**src/hdl/bsc_pkg.sv**
```systemverilog
package bsc_pkg;

	// ****************************************************************
	// Clock and serial rates
	// ****************************************************************
	localparam int CLK_HZ     = 200_000_000;
	localparam int BAUD_9600  = 9600;
	localparam int BAUD_19200 = 19200;
	localparam int BAUD_38400 = 38400;
	localparam int BAUD_57600 = 57600;
	localparam int DIV_9600   = (CLK_HZ + BAUD_9600 / 2) / BAUD_9600;
	localparam int DIV_19200  = (CLK_HZ + BAUD_19200 / 2) / BAUD_19200;
	localparam int DIV_38400  = (CLK_HZ + BAUD_38400 / 2) / BAUD_38400;
	localparam int DIV_57600  = (CLK_HZ + BAUD_57600 / 2) / BAUD_57600;
	localparam int DIV_W      = 16;
	localparam int FRAME_LAST = 9;

	// ****************************************************************
	// Command codes and frame layout
	// ****************************************************************
	localparam logic [7:0] CMD_CHECK  = 8'hfd;
	localparam logic [7:0] CMD_PROG   = 8'h41;
	localparam logic [7:0] CMD_B9600  = 8'hb0;
	localparam logic [7:0] CMD_B19200 = 8'hb1;
	localparam logic [7:0] CMD_B38400 = 8'hb2;
	localparam logic [7:0] CMD_B57600 = 8'hb3;
	localparam int         ADDR_BYTES = 2;
	localparam int         PAGE_BYTES = 256;

	// ****************************************************************
	// Check value computation
	// ****************************************************************
	localparam logic [15:0] CRC_POLY = 16'h1021;
	localparam logic [15:0] CRC_SEED = 16'hffff;

	// ****************************************************************
	// Types
	// ****************************************************************
	typedef struct packed {
		logic       valid;
		logic [7:0] data;
	} bsc_byte_t;

	typedef enum logic [1:0] {
		RATE_9600  = 2'h0,
		RATE_19200 = 2'h1,
		RATE_38400 = 2'h2,
		RATE_57600 = 2'h3
	} bsc_rate_t;

	localparam bsc_rate_t RATE_RESET = RATE_9600;

	typedef enum logic [3:0] {
		ST_CMD  = 4'h1,
		ST_ADDR = 4'h2,
		ST_DATA = 4'h4,
		ST_SEND = 4'h8
	} bsc_state_t;

endpackage

```
**src/hdl/bsc_boot_cmd.sv**
```systemverilog
`timescale 1ns/100ps
// How it works
// A first byte of fd hex is taken as the request for the check value.
// The check value goes back low byte first, then high byte.
// Taking that request also returns the check value to its seed.
// Every page-program data byte updates the check value until the next request.
// The check value is a cyclic redundancy check over those data bytes.
// Code b0 hex is echoed, then the serial rate becomes 9600 bps.
// Code b1 hex is echoed, then the serial rate becomes 19200 bps.
// Code b2 hex is echoed, and only after that the rate becomes 38400 bps.
// Code b3 hex is echoed, then the serial rate becomes 57600 bps.
// Page program is code 41 hex, two address bytes, then 256 data bytes.
// The check uses polynomial 1021 hex with a fixed seed of ffff hex.
// The new rate applies to receive and transmit only after the echo stop bit ends.
module bsc_boot_cmd #(
	parameter int DIV_9600  = bsc_pkg::DIV_9600,
	parameter int DIV_19200 = bsc_pkg::DIV_19200,
	parameter int DIV_38400 = bsc_pkg::DIV_38400,
	parameter int DIV_57600 = bsc_pkg::DIV_57600
) (
	input  wire logic              mclk,
	input  wire logic              sys_rst,
	input  wire logic              ce,
	input  wire logic              rxd,
	output logic                   txd,
	output bsc_pkg::bsc_rate_t     rate,
	output logic [15:0]            check_value,
	output logic                   cmd_busy
);

	// ****************************************************************
	// Shared helpers
	// ****************************************************************
	function automatic logic [bsc_pkg::DIV_W-1:0] div_of(input bsc_pkg::bsc_rate_t r);
		case (r)
			bsc_pkg::RATE_9600:  div_of = DIV_9600[bsc_pkg::DIV_W-1:0];
			bsc_pkg::RATE_19200: div_of = DIV_19200[bsc_pkg::DIV_W-1:0];
			bsc_pkg::RATE_38400: div_of = DIV_38400[bsc_pkg::DIV_W-1:0];
			bsc_pkg::RATE_57600: div_of = DIV_57600[bsc_pkg::DIV_W-1:0];
			default:             div_of = DIV_9600[bsc_pkg::DIV_W-1:0];
		endcase
	endfunction

	logic [bsc_pkg::DIV_W-1:0] bit_div;
	assign bit_div = div_of(rate);

	// ****************************************************************
	// Receiver
	// ****************************************************************
	logic                      rx_s1;
	logic                      rx_s2;
	logic                      rx_busy;
	logic [bsc_pkg::DIV_W-1:0] rx_cnt;
	logic [3:0]                rx_bit;
	logic [7:0]                rx_sh;
	bsc_pkg::bsc_byte_t        rx_out;
	logic                      next_rx_busy;
	logic [bsc_pkg::DIV_W-1:0] next_rx_cnt;
	logic [3:0]                next_rx_bit;
	logic [7:0]                next_rx_sh;
	bsc_pkg::bsc_byte_t        next_rx_out;

	always_comb
	begin
		next_rx_busy = rx_busy;
		next_rx_cnt  = rx_cnt;
		next_rx_bit  = rx_bit;
		next_rx_sh   = rx_sh;
		next_rx_out  = '{valid: 1'b0, data: rx_out.data};
		if (!rx_busy)
		begin
			if (!rx_s2)
			begin
				// Sampling lands mid-bit, half a period after the start edge.
				next_rx_busy = 1'b1;
				next_rx_cnt  = bit_div >> 1;
				next_rx_bit  = 4'h0;
			end
		end
		else if (rx_cnt != '0)
			next_rx_cnt = rx_cnt - 1'b1;
		else
		begin
			next_rx_cnt = bit_div - 1'b1;
			if (rx_bit == 4'h0)
			begin
				if (rx_s2)
					next_rx_busy = 1'b0;
				else
					next_rx_bit = 4'h1;
			end
			else if (rx_bit < 4'(bsc_pkg::FRAME_LAST))
			begin
				next_rx_sh  = {rx_s2, rx_sh[7:1]};
				next_rx_bit = rx_bit + 1'b1;
			end
			else
			begin
				// A byte with a low stop bit is dropped as a framing error.
				next_rx_busy = 1'b0;
				next_rx_out  = '{valid: rx_s2, data: rx_sh};
			end
		end
	end

	always_ff @(posedge mclk or posedge sys_rst)
	begin
		if (sys_rst)
		begin
			rx_s1   <= 1'b1;
			rx_s2   <= 1'b1;
			rx_busy <= 1'b0;
			rx_cnt  <= '0;
			rx_bit  <= 4'h0;
			rx_sh   <= 8'h00;
			rx_out  <= '0;
		end
		else if (ce)
		begin
			rx_s1   <= rxd;
			rx_s2   <= rx_s1;
			rx_busy <= next_rx_busy;
			rx_cnt  <= next_rx_cnt;
			rx_bit  <= next_rx_bit;
			rx_sh   <= next_rx_sh;
			rx_out  <= next_rx_out;
		end
	end

	// ****************************************************************
	// Transmitter
	// ****************************************************************
	logic                      tx_go;
	logic [7:0]                tx_byte;
	logic                      tx_busy;
	logic [bsc_pkg::DIV_W-1:0] tx_cnt;
	logic [3:0]                tx_bit;
	logic [9:0]                tx_sh;
	logic                      next_tx_busy;
	logic [bsc_pkg::DIV_W-1:0] next_tx_cnt;
	logic [3:0]                next_tx_bit;
	logic [9:0]                next_tx_sh;
	logic                      next_txd;

	always_comb
	begin
		next_tx_busy = tx_busy;
		next_tx_cnt  = tx_cnt;
		next_tx_bit  = tx_bit;
		next_tx_sh   = tx_sh;
		if (!tx_busy)
		begin
			if (tx_go)
			begin
				next_tx_busy = 1'b1;
				next_tx_sh   = {1'b1, tx_byte, 1'b0};
				next_tx_cnt  = bit_div - 1'b1;
				next_tx_bit  = 4'h0;
			end
		end
		else if (tx_cnt != '0)
			next_tx_cnt = tx_cnt - 1'b1;
		else if (tx_bit == 4'(bsc_pkg::FRAME_LAST))
			next_tx_busy = 1'b0;
		else
		begin
			next_tx_sh  = {1'b1, tx_sh[9:1]};
			next_tx_bit = tx_bit + 1'b1;
			next_tx_cnt = bit_div - 1'b1;
		end
		next_txd = next_tx_busy ? next_tx_sh[0] : 1'b1;
	end

	always_ff @(posedge mclk or posedge sys_rst)
	begin
		if (sys_rst)
		begin
			tx_busy <= 1'b0;
			tx_cnt  <= '0;
			tx_bit  <= 4'h0;
			tx_sh   <= 10'h3ff;
			txd     <= 1'b1;
		end
		else if (ce)
		begin
			tx_busy <= next_tx_busy;
			tx_cnt  <= next_tx_cnt;
			tx_bit  <= next_tx_bit;
			tx_sh   <= next_tx_sh;
			txd     <= next_txd;
		end
	end

	// ****************************************************************
	// Command interpreter
	// ****************************************************************
	bsc_pkg::bsc_state_t state;
	logic [8:0]          cnt;
	logic [15:0]         snd;
	logic [1:0]          snd_left;
	logic                pend;
	bsc_pkg::bsc_rate_t  pend_rate;
	logic                crc_clear;
	bsc_pkg::bsc_byte_t  crc_in;
	bsc_pkg::bsc_state_t next_state;
	logic [8:0]          next_cnt;
	logic [15:0]         next_snd;
	logic [1:0]          next_snd_left;
	logic                next_pend;
	bsc_pkg::bsc_rate_t  next_pend_rate;
	bsc_pkg::bsc_rate_t  next_rate;
	logic                next_tx_go;

	bsc_crc16 u_crc (
		.mclk    (mclk),
		.sys_rst (sys_rst),
		.ce      (ce),
		.clear   (crc_clear),
		.din     (crc_in),
		.crc     (check_value)
	);

	always_comb
	begin
		next_state     = state;
		next_cnt       = cnt;
		next_snd       = snd;
		next_snd_left  = snd_left;
		next_pend      = pend;
		next_pend_rate = pend_rate;
		next_rate      = rate;
		next_tx_go     = 1'b0;
		crc_clear      = 1'b0;
		crc_in         = '{valid: 1'b0, data: rx_out.data};
		case (state)
			bsc_pkg::ST_CMD:
				if (rx_out.valid)
				begin
					case (rx_out.data)
						bsc_pkg::CMD_CHECK:
						begin
							next_snd      = check_value;
							next_snd_left = 2'h2;
							crc_clear     = 1'b1;
							next_state    = bsc_pkg::ST_SEND;
						end
						bsc_pkg::CMD_PROG:
						begin
							next_cnt   = 9'(bsc_pkg::ADDR_BYTES - 1);
							next_state = bsc_pkg::ST_ADDR;
						end
						bsc_pkg::CMD_B9600, bsc_pkg::CMD_B19200,
						bsc_pkg::CMD_B38400, bsc_pkg::CMD_B57600:
						begin
							next_snd       = {8'h00, rx_out.data};
							next_snd_left  = 2'h1;
							next_pend      = 1'b1;
							next_pend_rate = bsc_pkg::bsc_rate_t'(rx_out.data[1:0]);
							next_state     = bsc_pkg::ST_SEND;
						end
						default:
							next_state = bsc_pkg::ST_CMD;
					endcase
				end
			bsc_pkg::ST_ADDR:
				if (rx_out.valid)
				begin
					next_cnt = cnt - 1'b1;
					if (cnt == '0)
					begin
						next_cnt   = 9'(bsc_pkg::PAGE_BYTES - 1);
						next_state = bsc_pkg::ST_DATA;
					end
				end
			bsc_pkg::ST_DATA:
				if (rx_out.valid)
				begin
					crc_in   = rx_out;
					next_cnt = cnt - 1'b1;
					if (cnt == '0)
						next_state = bsc_pkg::ST_CMD;
				end
			bsc_pkg::ST_SEND:
				// Waiting for the line to be idle also covers the go pulse in flight.
				if (!tx_busy && !tx_go)
				begin
					if (snd_left == 2'h0)
					begin
						if (pend)
							next_rate = pend_rate;
						next_pend  = 1'b0;
						next_state = bsc_pkg::ST_CMD;
					end
					else
					begin
						next_tx_go    = 1'b1;
						next_snd      = {8'h00, snd[15:8]};
						next_snd_left = snd_left - 1'b1;
					end
				end
			default:
				next_state = bsc_pkg::ST_CMD;
		endcase
	end

	always_ff @(posedge mclk or posedge sys_rst)
	begin
		if (sys_rst)
		begin
			state     <= bsc_pkg::ST_CMD;
			cnt       <= 9'h000;
			snd       <= 16'h0000;
			snd_left  <= 2'h0;
			pend      <= 1'b0;
			pend_rate <= bsc_pkg::RATE_RESET;
			rate      <= bsc_pkg::RATE_RESET;
			tx_go     <= 1'b0;
			tx_byte   <= 8'h00;
		end
		else if (ce)
		begin
			state     <= next_state;
			cnt       <= next_cnt;
			snd       <= next_snd;
			snd_left  <= next_snd_left;
			pend      <= next_pend;
			pend_rate <= next_pend_rate;
			rate      <= next_rate;
			tx_go     <= next_tx_go;
			tx_byte   <= snd[7:0];
		end
	end

	assign cmd_busy = (state != bsc_pkg::ST_CMD);

endmodule // bsc_boot_cmd

```
**src/hdl/bsc_crc16.sv**
```systemverilog
`timescale 1ns/100ps
module bsc_crc16 (
	input  wire logic            mclk,
	input  wire logic            sys_rst,
	input  wire logic            ce,
	input  wire logic            clear,
	input  wire bsc_pkg::bsc_byte_t din,
	output logic [15:0]          crc
);

	// ****************************************************************
	// Byte-wise update, MSB first, no reflection
	// ****************************************************************
	function automatic logic [15:0] crc_step(input logic [15:0] c, input logic [7:0] d);
		logic [15:0] r;
		r = c ^ {d, 8'h00};
		for (int i = 0; i < 8; i++)
			r = r[15] ? ((r << 1) ^ bsc_pkg::CRC_POLY) : (r << 1);
		return r;
	endfunction

	logic [15:0] next_crc;

	always_comb
	begin
		next_crc = crc;
		if (clear)
			next_crc = bsc_pkg::CRC_SEED;
		else if (din.valid)
			next_crc = crc_step(crc, din.data);
	end

	always_ff @(posedge mclk or posedge sys_rst)
	begin
		if (sys_rst)
			crc <= bsc_pkg::CRC_SEED;
		else if (ce)
			crc <= next_crc;
	end

endmodule // bsc_crc16

```
**config.mk**
```make
export PLATFORM = sky130hd
export DESIGN_NAME = bsc_boot_cmd
export DESIGN_NICKNAME = d
export VERILOG_FILES = /design/src/hdl/bsc_pkg.sv /design/src/hdl/bsc_boot_cmd.sv /design/src/hdl/bsc_crc16.sv
export SDC_FILE = /design/constraint.sdc
export NUM_CORES = 1
export LEC_CHECK = 0
export ABC_AREA = 1
export ABC_CLOCK_PERIOD_IN_PS = 4070
export CAP_MARGIN = 20
export CORE_MARGIN = 5
export CORE_UTILIZATION = 65
export CTS_BUF_LIST = sky130_fd_sc_hd__clkbuf_8
export DETAILED_ROUTE_END_ITERATION = 10
export DONT_BUFFER_PORTS = 1
export GPL_TIMING_DRIVEN = 0
export PLACE_DENSITY = 0.92
export SETUP_SLACK_MARGIN = 0.1
export SYNTH_ARGS = -nofsm -noshare
export SYNTH_HDL_FRONTEND = slang
export SYNTH_HIERARCHICAL = 1
export SYNTH_SLANG_ARGS = --single-unit
```
**constraint.sdc**
```tcl
create_clock -name mclk -period 4.07 [get_ports mclk]
set_input_delay 0.2035 -clock mclk [delete_from_list [all_inputs] [get_ports mclk]]
set_output_delay 0.2035 -clock mclk [all_outputs]
set_load 0.05 [all_outputs]
```
==> results.txt <==
Cell with the largest stage delay on the worst path: sky130_fd_sc_hd__dfstp_2. The tools report the routed wire length as 19300 um. Setup repair after global routing left no endpoint under its margin. Across the routed clock network, the largest skew measured is 0.0103 ns. During placement, the flow inserted port buffers numbering 0.

After clock tree synthesis, the clock-pin slew on the worst setup and hold paths is 0.08 ns. The kind of end point of the critical path was a flop. By area the synthesized netlist is led by sky130_fd_sc_hd__dfrtp_1, sky130_fd_sc_hd__nand2_1, sky130_fd_sc_hd__dfstp_2. The number of nets in the synthesized netlist is 1127.

The average footprint of a synthesized cell is 7.29 um2. The total global-route track usage is 0.279, and the worst setup margin is 1.74 ns. The run gives 0.45 ns as the clock latency on the worst-skew pair.

The core region is 0.0121 mm2. For the leakage power summed over all cells, the log shows 4.39 nW. The count of nets left with antenna violations once routing finished came out at 0. The actual transition at the worst max-transition pin came out at 0.696 ns. For this run, the number of Yosys warnings is 6.

The detailed router finished its first iteration with 681 violations. Setup violations remaining at the end of the flow were counted as 0. The detail-routed net length per standard cell was 14.7 um; the area growth from synthesis to final layout was 8.24%.

The flow ran to the end, and the final reports show no timing, DRC or antenna violations. The congestion estimate from routability-driven global placement came to 0.961. For the synthesized instance count, the log shows 1107. The maximum operating frequency was 430 MHz. Across the VDD grid, the largest voltage drop is 270 uV. After detailed routing, the number of vias per cell comes to 5.52. Synthesis inferred 133 register bits. Traced cell by cell, the critical path runs through nand3_2 > nor3_1 > o21ai_4 > inv_6 > nand2_8 > inv_8 > nand3_2 > nand2_1 > inv_1. The floorplan step set the die width to 121 um. The clock tree root driver cell is sky130_fd_sc_hd__clkbuf_8.

The synthesized netlist occupies a cell area of 0.00807 mm2. The maximum count of clock buffers along a single path is 2, and the area fraction of the dominant cell type after synthesis is 0.320. For the fraction of the yosys area taken by sequential cells, the log shows 0.417. The routed layout has 7248 vias. Clock tree synthesis inserted a total of 17 buffers.

TritonCTS built the clock tree. The number of max-cap violations was 0. Summed over all layers, the global routing overflow is 0. Post-detailed-route DRC marker count: 0. The biggest area contributor in the post-synthesis netlist is sky130_fd_sc_hd__dfrtp_1. The category of the worst setup path launch point was a flop. Pin placement for this block handled 24 I/O pins. The tools report the number of levels in the clock H-tree as 4. Chip height: 121 um. Detailed placement ended at an HPWL of 13500 um.

The final worst-path cycle share works out to 0.572. The wire length of the first global-routing pass is 33000 um. The fraction of final layout cells sized beyond drive strength 1 was 0.142; the number of unique standard cell types used by synthesis was 50. The tools report the largest net degree at the start of global routing as 89. The utilization after layout came out at 0.721. The most common library cell in the layout ignoring fill and taps is sky130_fd_sc_hd__nand2_1.

Row generation in the floorplan step produced 40 rows. The detailed-routing iteration count for the pre-antenna-repair pass is 6, and the effective utilization at floorplan is 0.666. For the worst setup path, the data required time is 4.46 ns. On the worst path, the slowest cell contributes a delay of 0.58 ns. OpenSTA, run right after detailed placement, puts the worst setup slack at 1.77 ns. The tools report the number of max-slew violations in the final report as 0. After routing the design area is 0.00873 mm2. 0 antenna diodes ended up in the layout. After clock tree synthesis, the repair step resized 0 gates.

The peak fanout along the critical path is 10, and the placed instance area is 0.00831 mm2. The logs give 0.536 for the normalized max-slew margin and 1152 for the number of nets in the layout. The clock net in this run drives a total of 133 sinks. Dividing total power by cell area gives a power density of 455 mW/mm2.

In this run the worst hold path is classified as primary input to async pin. The critical path in this run is classified as flop to flop. The die covers 0.0147 mm2. The tools report the number of global-route vias before repair as 7154. The worst path needs 2.33 ns of the cycle, external delays included. The logs give 0 for the initial antenna violation count and 0 for the number of endpoints with negative hold slack in the final report. In the layout the commonest cells are sky130_fd_sc_hd__nand2_1, sky130_fd_sc_hd__inv_1, sky130_fd_sc_hd__dfrtp_1. Data on the critical path arrives at its endpoint at 2.72 ns. Among the stages of the critical path, the cell type that occurs most often is sky130_fd_sc_hd__nand3_2.
[cells by family after synthesis]
family	Yosys count	synth area share
buffers and inverters	184	0.0976
adder cells (fa/ha/maj)	16	0.0248
flip-flops	133	0.417
AND/OR/NAND/NOR	599	0.325
XOR/XNOR	23	0.0250
AO/OA/AOI/OAI	152	0.110
[metrics by stage]
step	std cells	hold WS, ns	total power, mW	TNS, ns
after CTS	1312	0.00150	3.96	0
after global placement	1275	0.305	2.85	-49.27
after detailed placement	1276	0.0607	2.91	0
after global routing	1313	0.0911	4.24	0
after floorplan	1107	0.300	2.64	0
final	1313	0.0759	3.97	0
[sequential cells by signal, indices dropped and copies added, names as in the netlist, 2 cells and up]
name / flops
rx_cnt: 16
rx_out: 9
state: 4
rx_bit: 4
tx_sh: 10
snd_left: 2
rx_sh: 8
rate: 2
cnt: 9
tx_byte: 8
pend_rate: 2
u_crc/crc: 16
tx_cnt: 16
snd: 16
tx_bit: 4
[layer usage]
layer | global-route usage | routed length, um | vias to the layer above | share of wire
li1 | - | - | 3535 | -
met1 | 0.345 | 7960 | 3371 | 0.41
met2 | 0.457 | 9340 | 274 | 0.48
met3 | 0.0699 | 1340 | 68 | 0.069
met4 | 0.132 | 689 | 0 | 0.036
met5 | 0 | 0 | - | 0
[layout make-up]
class	instances	area, um2
multi-input combinational	790	3910
fill	924	3380
sequential	133	3370
inverter	160	641
clock buffer	19	262
tap	168	210
buffer	24	151
clock inverter	13	110
timing repair buffer	6	77.6
[Yosys cell counts, drive strengths merged]
cell type,number
nand3,83
nand3b,1
a22oi,1
o211ai,4
nor3,9
o221ai,1
dfrtp,103
xor2,20
o21bai,1
clkbuf,4
nor4,1
bufinv,1
dfstp,30
o21ai,101
a31oi,1
inv,158
clkinv,1
o22ai,19
nor2,110
a21oi,24
ha,16
nand2,383
xnor2,3
nand4,8
buf,20
or2,2
and2,2
[critical path, delay by kind of cell, from the launching register on]
family | cells | cell delay (ns)
AND/OR/NAND/NOR | 5 | 1.13
buffers and inverters | 3 | 0.33
flip-flops | 1 | 0.58
AO/OA/AOI/OAI | 1 | 0.21
[where the power goes]
group          switching [mW]  total, mW  leakage (nW)  internal, mW
clock network           0.538       1.05         0.190         0.511
logic                   0.748       1.13          2.56         0.382
registers               0.224       1.79          1.64          1.57
[repair_timing]
action,in CTS,in global routing
endpoints found under the hold margin,101,1
buffers inserted,0,0
setup endpoints to repair,0,0
hold buffers,4,1
[worst paths after layout]
kind | start | endpoint | slack [ns] | depth (start not counted)
max | state[0]$_DFFE_PP1P_ | u_crc/crc[6]$_DFFE_PP1P_ | 1.74 | 9
min | sys_rst | u_crc/crc[11]$_DFFE_PP1P_ | 0.08 | 1
max reg2reg | state[0]$_DFFE_PP1P_ | u_crc/crc[6]$_DFFE_PP1P_ | 1.74 | 9
min reg2reg | tx_sh[1]$_DFFE_PP1P_ | tx_sh[1]$_DFFE_PP1P_ | 0.48 | 2
max in group asynchronous | sys_rst | tx_sh[7]$_DFFE_PP1P_ | 3.10 | 3
min in group mclk | ce | txd$_DFFE_PP1P_ | 0.10 | 3
No activity file was read; power rests on OpenSTA's default activity.
